--- config.mk ---
export PLATFORM = sky130hd
export DESIGN_NAME = bcs_sequencer
export DESIGN_NICKNAME = d
export VERILOG_FILES = /design/src/logic/bcs_pkg.sv /design/src/logic/bcs_sequencer.sv
export SDC_FILE = /design/constraint.sdc
export NUM_CORES = 1
export LEC_CHECK = 0
export BUFFER_PORTS_ARGS = -buffer_cell sky130_fd_sc_hd__buf_2
export CORE_AREA = 2 2 180 182
export DETAILED_ROUTE_END_ITERATION = 12
export DIE_AREA = 0 0 182 184
export SLEW_MARGIN = 20
export SYNTH_ARGS = -nofsm -noshare
export SYNTH_HDL_FRONTEND = slang
export SYNTH_SLANG_ARGS = --single-unit
--- constraint.sdc ---
create_clock -name core_clk_i -period 3.2 [get_ports core_clk_i]
set_input_delay 0.32 -clock core_clk_i [delete_from_list [all_inputs] [get_ports core_clk_i]]
set_output_delay 0.32 -clock core_clk_i [all_outputs]
set_load 0.1 [all_outputs]
--- src/logic/bcs_pkg.sv ---
// Purpose: Shared constants for the branch and condition sequencer
// Assumes: 24-bit program addresses, 32-bit status words
// Notes: Status bit positions below match the datapath's status word
package bcs_pkg;
  localparam int ADDR_W = 24;
  localparam int DATA_W = 32;
  localparam int COND_W = 5;
  localparam int REG_AW = 4;

  // Condition codes that need special handling
  localparam logic [4:0] COND_LCE = 5'h0F;
  localparam logic [4:0] COND_ALWAYS = 5'h1F;
  localparam logic [4:0] COND_CPL_BASE = 5'h10;
  localparam logic [4:0] COND_LT = 5'h01;
  localparam logic [4:0] COND_LE = 5'h02;
  localparam logic [4:0] COND_FLAG0 = 5'h09;
  localparam logic [4:0] COND_BM = 5'h0E;

  // Bit positions inside the arithmetic status word
  localparam int ST_AZ = 0;
  localparam int ST_AV = 1;
  localparam int ST_AN = 2;
  localparam int ST_AC = 3;
  localparam int ST_MN = 6;
  localparam int ST_MV = 7;
  localparam int ST_AF = 10;
  localparam int ST_SV = 11;
  localparam int ST_SZ = 12;
  localparam int ST_BTF = 18;

  // Bit positions inside mode control one
  localparam int MD_ALU_SATURATE_ENABLE = 13;
  localparam int MD_BM_LO = 17;
  localparam int MD_BM_HI = 18;

  // Loop count value that means expired
  localparam logic [31:0] LOOP_LAST = 32'h0000_0001;

  // Delay slots per branch, delayed call return offset, sequential step
  localparam logic [1:0] SLOT_COUNT = 2'h2;
  localparam logic [23:0] CALL_DB_OFS = 24'h00_0003;
  localparam logic [23:0] SEQ_STEP = 24'h00_0001;

  // Register offsets
  localparam logic [3:0] REG_CTRL = 4'h0;
  localparam logic [3:0] REG_STATUS = 4'h4;
  localparam logic [3:0] REG_COUNT = 4'h8;
  localparam logic [3:0] REG_TARGET = 4'hC;
  localparam logic CTRL_RESET = 1'b1;

  // Branch kinds and target forms
  typedef enum logic [1:0] {
    BCS_JUMP, BCS_CALL, BCS_RTS, BCS_RTI
  } bcs_kind_t;
  typedef enum logic [1:0] {
    BCS_DIRECT, BCS_INDIRECT, BCS_RELATIVE
  } bcs_mode_t;
endpackage : bcs_pkg

--- src/logic/bcs_sequencer.sv ---
// Purpose: Condition evaluation and branch control of a program sequencer
// Assumes: Execute-stage instruction fields arrive decoded, one per cycle
// Notes: All outputs registered, so a redirect shows the cycle after execute
//
// The register offsets and the address-and-strobe port were left to the implementer.
`timescale 1ns/100ps

// Function
// - Codes 16 to 30 complement codes 0 to 14
// - Code 15 terminates loop when count is one
// - Code 15 condition true when count not one
// - Code 31: loop never ends, instruction always runs
// - Return jumps to stack top and pops
// - Interrupt return pops status stack when pushed
// - Interrupt return clears latch and mask pointer bits
// - Call pushes return address, jump pushes nothing
// - Branch follows one condition, none means taken
// - Indirect target comes from address generator
// - Direct target is 24-bit immediate
// - Relative target is immediate plus PC
// - Delayed modifier selects delayed handling
// - Nondelayed branch squashes two following instructions
// - Nondelayed call pushes decode address
// - Delayed branch runs two slots, call pushes n+3
// - Loop abort pops PC and loop stacks once
// - Loop started in slot flushes jump target
// - Delayed jump in first slot overrides target
// - Bus master condition needs mode bits clear
// - Bit test condition reads status bit 18
// - Interrupts held through delayed branch and slots
module bcs_sequencer (
  input wire logic core_clk_i,
  input wire logic nrst_i,
  // Register port
  input wire logic [3:0] reg_addr_i,
  input wire logic [31:0] reg_wdata_i,
  input wire logic reg_wr_i,
  input wire logic reg_rd_i,
  output logic [31:0] reg_rdata_o,
  // Status sources
  input wire logic [31:0] arith_status_reg_i,
  input wire logic [31:0] mode_control_one_i,
  input wire logic [3:0] flag_input_i,
  input wire logic bus_owner_i,
  input wire logic [31:0] current_loop_count_i,
  // Execute-stage branch request
  input wire logic br_valid_i,
  input wire logic [1:0] br_kind_i,
  input wire logic [1:0] br_mode_i,
  input wire logic br_has_cond_i,
  input wire logic [4:0] br_cond_i,
  input wire logic delayed_branch_modifier_i,
  input wire logic loop_abort_modifier_i,
  input wire logic in_loop_i,
  input wire logic [23:0] br_imm_i,
  input wire logic [23:0] exec_pc_i,
  input wire logic [23:0] decode_addr_i,
  input wire logic [23:0] program_data_address_gen_i,
  input wire logic [23:0] pc_stack_top_i,
  input wire logic rti_status_pushed_i,
  input wire logic [31:0] rti_service_bit_i,
  input wire logic loop_start_i,
  // Loop termination query
  input wire logic [4:0] term_cond_i,
  // Fetch and stack control
  output logic fetch_redirect_o,
  output logic [23:0] fetch_target_o,
  output logic squash_o,
  output logic pc_push_o,
  output logic [23:0] pc_push_data_o,
  output logic pc_pop_o,
  output logic loop_pop_o,
  output logic status_pop_o,
  output logic [31:0] interrupt_latch_clr_o,
  output logic [31:0] interrupt_mask_pointer_clr_o,
  output logic cond_true_o,
  output logic term_true_o,
  output logic irq_hold_o
);
  typedef enum logic [2:0] {
    BCS_IDLE, BCS_NOP1, BCS_NOP2, BCS_SLOT1, BCS_SLOT2
  } bcs_state_t;

  typedef struct packed {
    bcs_state_t state;
    logic redirect;
    logic [23:0] target;
    logic squash;
    logic push;
    logic [23:0] push_data;
    logic pop_pc;
    logic pop_loop;
    logic pop_stat;
    logic [31:0] clr_latch;
    logic [31:0] clr_mask;
    logic cond_true;
    logic term_true;
    logic irq_hold;
    logic hold_en;
    logic [15:0] taken_cnt;
    logic [23:0] last_target;
    logic [31:0] rdata;
  } bcs_st_t;

  bcs_st_t st_reg;
  bcs_st_t st_next;

  // Shared evaluation of the fifteen base codes
  function automatic logic base_cond(input logic [3:0] code,
                                     input logic [31:0] ast,
                                     input logic [31:0] md,
                                     input logic [3:0] fin,
                                     input logic bm);
    logic lt;
    logic res;
    lt = (!ast[bcs_pkg::ST_AF] & (ast[bcs_pkg::ST_AN] ^
         (ast[bcs_pkg::ST_AV] & !md[bcs_pkg::MD_ALU_SATURATE_ENABLE]))) |
         (ast[bcs_pkg::ST_AF] & ast[bcs_pkg::ST_AN] &
         !ast[bcs_pkg::ST_AZ]);
    res = 1'b0;
    if (code == 4'h0) begin
      res = ast[bcs_pkg::ST_AZ];
    end else if (code == bcs_pkg::COND_LT[3:0]) begin
      res = lt;
    end else if (code == bcs_pkg::COND_LE[3:0]) begin
      res = lt | ast[bcs_pkg::ST_AZ];
    end else if (code == 4'h3) begin
      res = ast[bcs_pkg::ST_AC];
    end else if (code == 4'h4) begin
      res = ast[bcs_pkg::ST_AV];
    end else if (code == 4'h5) begin
      res = ast[bcs_pkg::ST_MV];
    end else if (code == 4'h6) begin
      res = ast[bcs_pkg::ST_MN];
    end else if (code == 4'h7) begin
      res = ast[bcs_pkg::ST_SV];
    end else if (code == 4'h8) begin
      res = ast[bcs_pkg::ST_SZ];
    end else if (code >= bcs_pkg::COND_FLAG0[3:0] && code <= 4'hC) begin
      res = fin[2'(code - bcs_pkg::COND_FLAG0[3:0])];
    end else if (code == 4'hD) begin
      res = ast[bcs_pkg::ST_BTF];
    end else if (code == bcs_pkg::COND_BM[3:0]) begin
      // Bus ownership only reported with both mode bits clear
      res = bm & !md[bcs_pkg::MD_BM_LO] & !md[bcs_pkg::MD_BM_HI];
    end
    return res;
  endfunction : base_cond

  // Full code decode; loop context flips codes 15 and 31
  function automatic logic eval_cond(input logic [4:0] code,
                                     input logic term_ctx,
                                     input logic [31:0] ast,
                                     input logic [31:0] md,
                                     input logic [3:0] fin,
                                     input logic bm,
                                     input logic [31:0] lcnt);
    logic res;
    res = 1'b0;
    if (code == bcs_pkg::COND_LCE) begin
      res = term_ctx ? (lcnt == bcs_pkg::LOOP_LAST)
                     : (lcnt != bcs_pkg::LOOP_LAST);
    end else if (code == bcs_pkg::COND_ALWAYS) begin
      res = !term_ctx;
    end else if (code[4]) begin
      res = !base_cond(code[3:0], ast, md, fin, bm);
    end else begin
      res = base_cond(code[3:0], ast, md, fin, bm);
    end
    return res;
  endfunction : eval_cond

  logic taken;
  logic br_cond;
  logic [23:0] br_target;

  // Condition and target for the branch now in execute
  always_comb begin
    br_cond = eval_cond(br_cond_i, 1'b0, arith_status_reg_i,
                        mode_control_one_i, flag_input_i, bus_owner_i,
                        current_loop_count_i);
    taken = br_valid_i & (!br_has_cond_i | br_cond);
    if (br_kind_i == bcs_pkg::BCS_RTS || br_kind_i == bcs_pkg::BCS_RTI) begin
      br_target = pc_stack_top_i;
    end else if (br_mode_i == bcs_pkg::BCS_INDIRECT) begin
      br_target = program_data_address_gen_i;
    end else if (br_mode_i == bcs_pkg::BCS_RELATIVE) begin
      br_target = exec_pc_i + br_imm_i;
    end else begin
      br_target = br_imm_i;
    end
  end

  // Next-state logic; pulses default low every cycle
  always_comb begin
    st_next = st_reg;
    st_next.redirect = 1'b0;
    st_next.squash = 1'b0;
    st_next.push = 1'b0;
    st_next.pop_pc = 1'b0;
    st_next.pop_loop = 1'b0;
    st_next.pop_stat = 1'b0;
    st_next.clr_latch = '0;
    st_next.clr_mask = '0;
    st_next.rdata = '0;
    st_next.cond_true = br_cond;
    st_next.term_true = eval_cond(term_cond_i, 1'b1, arith_status_reg_i,
                                  mode_control_one_i, flag_input_i,
                                  bus_owner_i, current_loop_count_i);
    case (st_reg.state)
      BCS_NOP1: begin
        st_next.squash = 1'b1;
        st_next.state = BCS_NOP2;
      end
      BCS_NOP2: begin
        st_next.state = BCS_IDLE;
      end
      BCS_SLOT1: begin
        st_next.state = BCS_SLOT2;
        if (loop_start_i) begin
          // Loop fetches displace the jump; resume sequentially
          st_next.redirect = 1'b1;
          st_next.target = exec_pc_i + bcs_pkg::SEQ_STEP;
          st_next.state = BCS_IDLE;
        end else if (taken && delayed_branch_modifier_i &&
                     br_kind_i == bcs_pkg::BCS_JUMP) begin
          // Second jump wins; its one slot runs, the other is skipped
          st_next.redirect = 1'b1;
          st_next.target = br_target;
          st_next.last_target = br_target;
          st_next.squash = 1'b1;
          st_next.taken_cnt = st_reg.taken_cnt + 16'h0001;
        end
      end
      BCS_SLOT2: begin
        st_next.state = BCS_IDLE;
        if (loop_start_i) begin
          st_next.redirect = 1'b1;
          st_next.target = exec_pc_i + bcs_pkg::SEQ_STEP;
        end
      end
      default: begin
        if (taken) begin
          st_next.redirect = 1'b1;
          st_next.target = br_target;
          st_next.last_target = br_target;
          st_next.taken_cnt = st_reg.taken_cnt + 16'h0001;
          if (delayed_branch_modifier_i) begin
            st_next.state = BCS_SLOT1;
          end else begin
            st_next.squash = 1'b1;
            st_next.state = BCS_NOP1;
          end
          if (br_kind_i == bcs_pkg::BCS_CALL) begin
            st_next.push = 1'b1;
            st_next.push_data = delayed_branch_modifier_i ?
              exec_pc_i + bcs_pkg::CALL_DB_OFS
              : decode_addr_i;
          end else if (br_kind_i == bcs_pkg::BCS_JUMP) begin
            // Abort pops exactly one level of each stack
            st_next.pop_pc = loop_abort_modifier_i & in_loop_i;
            st_next.pop_loop = loop_abort_modifier_i & in_loop_i;
          end else begin
            st_next.pop_pc = 1'b1;
            if (br_kind_i == bcs_pkg::BCS_RTI) begin
              st_next.pop_stat = rti_status_pushed_i;
              st_next.clr_latch = rti_service_bit_i;
              st_next.clr_mask = rti_service_bit_i;
            end
          end
        end
      end
    endcase
    // Interrupts wait while a delayed branch or its slots run
    st_next.irq_hold = st_reg.hold_en &&
      ((st_next.state == BCS_SLOT1) || (st_next.state == BCS_SLOT2));
    // Register writes; control bit steers interrupt holding
    if (reg_wr_i) begin
      if (reg_addr_i == bcs_pkg::REG_CTRL) begin
        st_next.hold_en = reg_wdata_i[0];
      end else if (reg_addr_i == bcs_pkg::REG_COUNT) begin
        st_next.taken_cnt = '0;
      end
    end
    // Read data stands in the following cycle only
    if (reg_rd_i) begin
      if (reg_addr_i == bcs_pkg::REG_CTRL) begin
        st_next.rdata = {31'h0, st_reg.hold_en};
      end else if (reg_addr_i == bcs_pkg::REG_STATUS) begin
        st_next.rdata = {28'h0, st_reg.irq_hold, 3'(st_reg.state)};
      end else if (reg_addr_i == bcs_pkg::REG_COUNT) begin
        st_next.rdata = {16'h0, st_reg.taken_cnt};
      end else if (reg_addr_i == bcs_pkg::REG_TARGET) begin
        st_next.rdata = {8'h0, st_reg.last_target};
      end
    end
  end

  // Single state register, reset to constants
  always_ff @(posedge core_clk_i or negedge nrst_i) begin
    if (!nrst_i) begin
      st_reg <= '0;
      st_reg.state <= BCS_IDLE;
      st_reg.hold_en <= bcs_pkg::CTRL_RESET;
    end else begin
      st_reg <= st_next;
    end
  end

  assign fetch_redirect_o = st_reg.redirect;
  assign fetch_target_o = st_reg.target;
  assign squash_o = st_reg.squash;
  assign pc_push_o = st_reg.push;
  assign pc_push_data_o = st_reg.push_data;
  assign pc_pop_o = st_reg.pop_pc;
  assign loop_pop_o = st_reg.pop_loop;
  assign status_pop_o = st_reg.pop_stat;
  assign interrupt_latch_clr_o = st_reg.clr_latch;
  assign interrupt_mask_pointer_clr_o = st_reg.clr_mask;
  assign cond_true_o = st_reg.cond_true;
  assign term_true_o = st_reg.term_true;
  assign irq_hold_o = st_reg.irq_hold;
  assign reg_rdata_o = st_reg.rdata;

  wire idle_now = (st_reg.state == BCS_IDLE);
  wire go = idle_now && taken;
endmodule : bcs_sequencer

==> results.py <==
metrics = {
    "finish": {
        "drive_above_1_share": 0.319,
        "layout_common_cells": "buf_2 (375), dfrtp_1 (156), nand2_1 (137), nor2_1 (100), o21ai_0 (78)",
        "n_fill_cell": 3232,
        "multi_input_area_mm2": 0.00562,
        "largest_register_ffs": 44,
        "stdcell_area_mm2": 0.0131,
        "seq_area_mm2": 0.00393,
        "syn_to_final_growth_pct": 19.6,
        "finish.net_count": 1860,
        "n_antenna_cell": 0,
        "final_common_cell": "buf_2",
    },
    "routing": {
        "wl_per_cell_um": 19.1,
        "dr.first_iter.drc_count": 590,
        "first_pass_iters": 5,
        "routed_via_density": 5.16,
        "drc": 0,
        "drt-total-wl_um": 36700,
        "antenna_left": 0,
        "num_vias": 9935,
    },
    "clocking": {
        "clock-sinks": 157,
        "clock_path_buffers": 2,
        "cts_max_level": 4,
        "cts_buffers": 17,
        "cts_root_buf": "clkbuf_16",
        "clk_latency_ns": 0.43,
        "cts_tree": "built",
        "clk_pin_slew_worst_paths_ns": 0.06,
    },
    "place": {
        "place_area_mm2": 0.0125,
        "portBuffers": 376,
        "gp_congestion": 0.935,
        "dp_slack_ns": -0.118,
        "post-dp-hpwl_um": 29400,
    },
    "logic_synthesis": {
        "syn_area_mm2": 0.0110,
        "synth_flop_cell": "dfrtp_1",
        "synth_edf_count": 0,
        "ys_async_sr_fraction": 1.00,
        "synth_cell_type_count": 75,
        "syn_avg_cell_area_um2": 8.66,
        "ys_warn_count": 0,
        "yosysSeqAreaShare": 0.359,
        "synth_cells": 1264,
        "synth_seq_cells": 157,
    },
    "grt": {
        "grt_max_degree": 70,
        "grt_pass1_wl_um": 55600,
        "first_global_vias": 9611,
        "grtUsageTotal": 0.217,
        "antenna_found_initial": 0,
        "gr-total-overflow": 0,
    },
    "timing": {
        "timing.clock.skew_ns": 0.00950,
        "tightest_slew_ns": 0.690,
        "setup_violations": 0,
        "finalCritPeriodShare": 0.911,
        "finalMaxSlewViolations": 0,
        "finalHoldViolations": 0,
        "rsz0062_at_grt": "no",
        "relSlewSlack": 0.540,
        "fin_ws_ns": 0.286,
        "final.min_clock_period_ns": 2.91,
        "fmax_mhz": 343,
    },
    "setup_path": {
        "slowest_delay_ns": 0.40,
        "reg2reg_from": "st_reg[196]",
        "critPathKind": "in2reg",
        "cp-end-kind": "flip-flop",
        "cp-start-kind": "primary input",
        "reg2regPathDepth": 8,
        "required_ns": 3.49,
        "cpMaxStageDelayCell": "fa_1",
        "rrSetupSlack_ns": 0.78,
        "crit_fanout": 6,
        "arrival_ns": 3.20,
        "rr_endpoint": "fetch_target_o[18]",
        "worstPathCellList": "buf_2, ha_1, fa_1, a211oi_2, nor2_1, o211a_1, a32o_1, a221oi_2, buf_4, nor3b_1, o221ai_1, o2111ai_1, nand2_1",
    },
    "floorplanning": {
        "dieArea_mm2": 0.0335,
        "die_w_um": 182,
        "start_util": 0.349,
        "die_h_um": 184,
        "rows": 65,
        "pin_count": 467,
        "core-area_mm2": 0.0314,
    },
    "hold_path": {
        "hold_depth": 2,
        "hp-start": "rti_service_bit_i[28]",
        "hold_path_end": "interrupt_latch_clr_o[28]",
        "min_path_type": "in2reg",
    },
    "pwr": {
        "p_switching_w": 0.00538,
        "internal_power_w": 0.00499,
        "pwr-share-seq": 0.283,
        "powerDensity_mw_per_mm2": 792,
        "power.total_w": 0.0104,
        "p_comb_frac": 0.510,
        "power.leakage_nw": 6.60,
        "max-vdd-ir-drop_v": 0.000332,
        "netSwitchingFraction": 0.519,
        "pwr-share-clk": 0.207,
    },
    "run": {
        "drv_cap": 0,
    },
    "status": {
        "status": "finished clean",
    },
}
critical path: cells and delay by family:
family	cells	cell delay [ns]
buffers and inverters	2	0.34
adder cells (fa/ha/maj)	2	0.63
AO/OA/AOI/OAI	6	1.50
AND/OR/NAND/NOR	3	0.40
power by group through the flow:
stage | Sequential [W] | Clock (W) | Combinational, W
global placement | 0.00295 | 0 | 0.00526
detailed placement | 0.00297 | 0 | 0.00529
CTS | 0.00293 | 0.00220 | 0.00531
floorplan | 0.00298 | 0 | 0.00445
global route | 0.00300 | 0.00229 | 0.00558
finish | 0.00293 | 0.00215 | 0.00529
synth_stat cells (all sizes together), types with 9 or more instances:
cell type	n	area (um2)
buf	164	1180
nand3	31	155
a221oi	10	100
dfrtp	156	3900
and2	41	257
mux2	12	135
xor2	25	219
o21ai	87	435
a21oi	65	325
and3	23	144
nand4	17	106
nand2	137	514
ha	35	438
mux2i	25	250
inv	22	82.6
clkbuf	42	161
o211ai	9	67.6
a211oi	19	153
nor2	101	387
a22oi	25	188
a221o	16	160
xnor2	46	403
a21o	22	165
nor3	17	85.1
nor2b	15	93.8
nor4	20	125
logic make-up (layout without fill, tap and decap cells):
family	count (synthesis)	count (layout)	share of synthesized area
AND/OR/NAND/NOR	434	434	0.193
AO/OA/AOI/OAI	297	297	0.180
buffers and inverters	229	480	0.130
flip-flops	157	157	0.359
XOR/XNOR	71	71	0.0568
multiplexers	39	39	0.0393
adder cells (fa/ha/maj)	36	36	0.0418
other	1	8	0.000342
per-layer routing:
metal | GRT usage | share of wire | vias up | wire length, um
met2 | 0.352 | 0.46 | 432 | 16800
met4 | 0.0684 | 0.022 | 0 | 826
met5 | 0 | 0 | - | 0
li1 | - | - | 4787 | -
met3 | 0.0365 | 0.066 | 50 | 2420
met1 | 0.297 | 0.45 | 4666 | 16700
how the worst max path moves through the flow:
stage,from,endpoint,slack (ns),depth (start not counted)
6_report,exec_pc_i[0],st_reg[54],0.29,13
5_1_grt,exec_pc_i[0],st_reg[54],0.06,13
4_1_cts,exec_pc_i[0],fetch_target_o[18],0.31,14
3_5_place_dp,exec_pc_i[0],st_reg[54],-0.12,13
3_3_place_gp,exec_pc_i[0],fetch_target_o[20],-0.11,13
2_1_floorplan,br_imm_i[0],fetch_target_o[20],0.33,11
metrics by stage:
| step | cells | hold slack (ns) | TNS [ns] | utilization |
|---|---|---|---|---|
| 6_report | 1924 | 0.0963 | 0 | 0.417 |
| 5_1_grt | 1924 | 0.0822 | 0 | 0.417 |
| 4_1_cts | 1924 | 0.0736 | 0 | 0.417 |
| 3_5_place_dp | 1892 | 0.321 | -0.557 | 0.397 |
| 3_3_place_gp | 1892 | 0.320 | -0.459 | 0.397 |
| 2_1_floorplan | 1271 | 0.0244 | 0 | - |
layout make-up:
cell class / count / area share
clock buffers: 20 / 0.0356
clock inverters: 11 / 0.0120
inverters: 23 / 0.00659
multi-input cells: 885 / 0.429
flip-flops and latches: 157 / 0.300
well taps: 402 / 0.0384
repair buffers: 426 / 0.178
repair_timing:
action | CTS | global route
hold endpoints to repair | 52 | 0
setup buffers | 0 | 0
gates resized for setup | 0 | 0
hold buffers | 1 | 0
(Power assumes the default switching activity.)
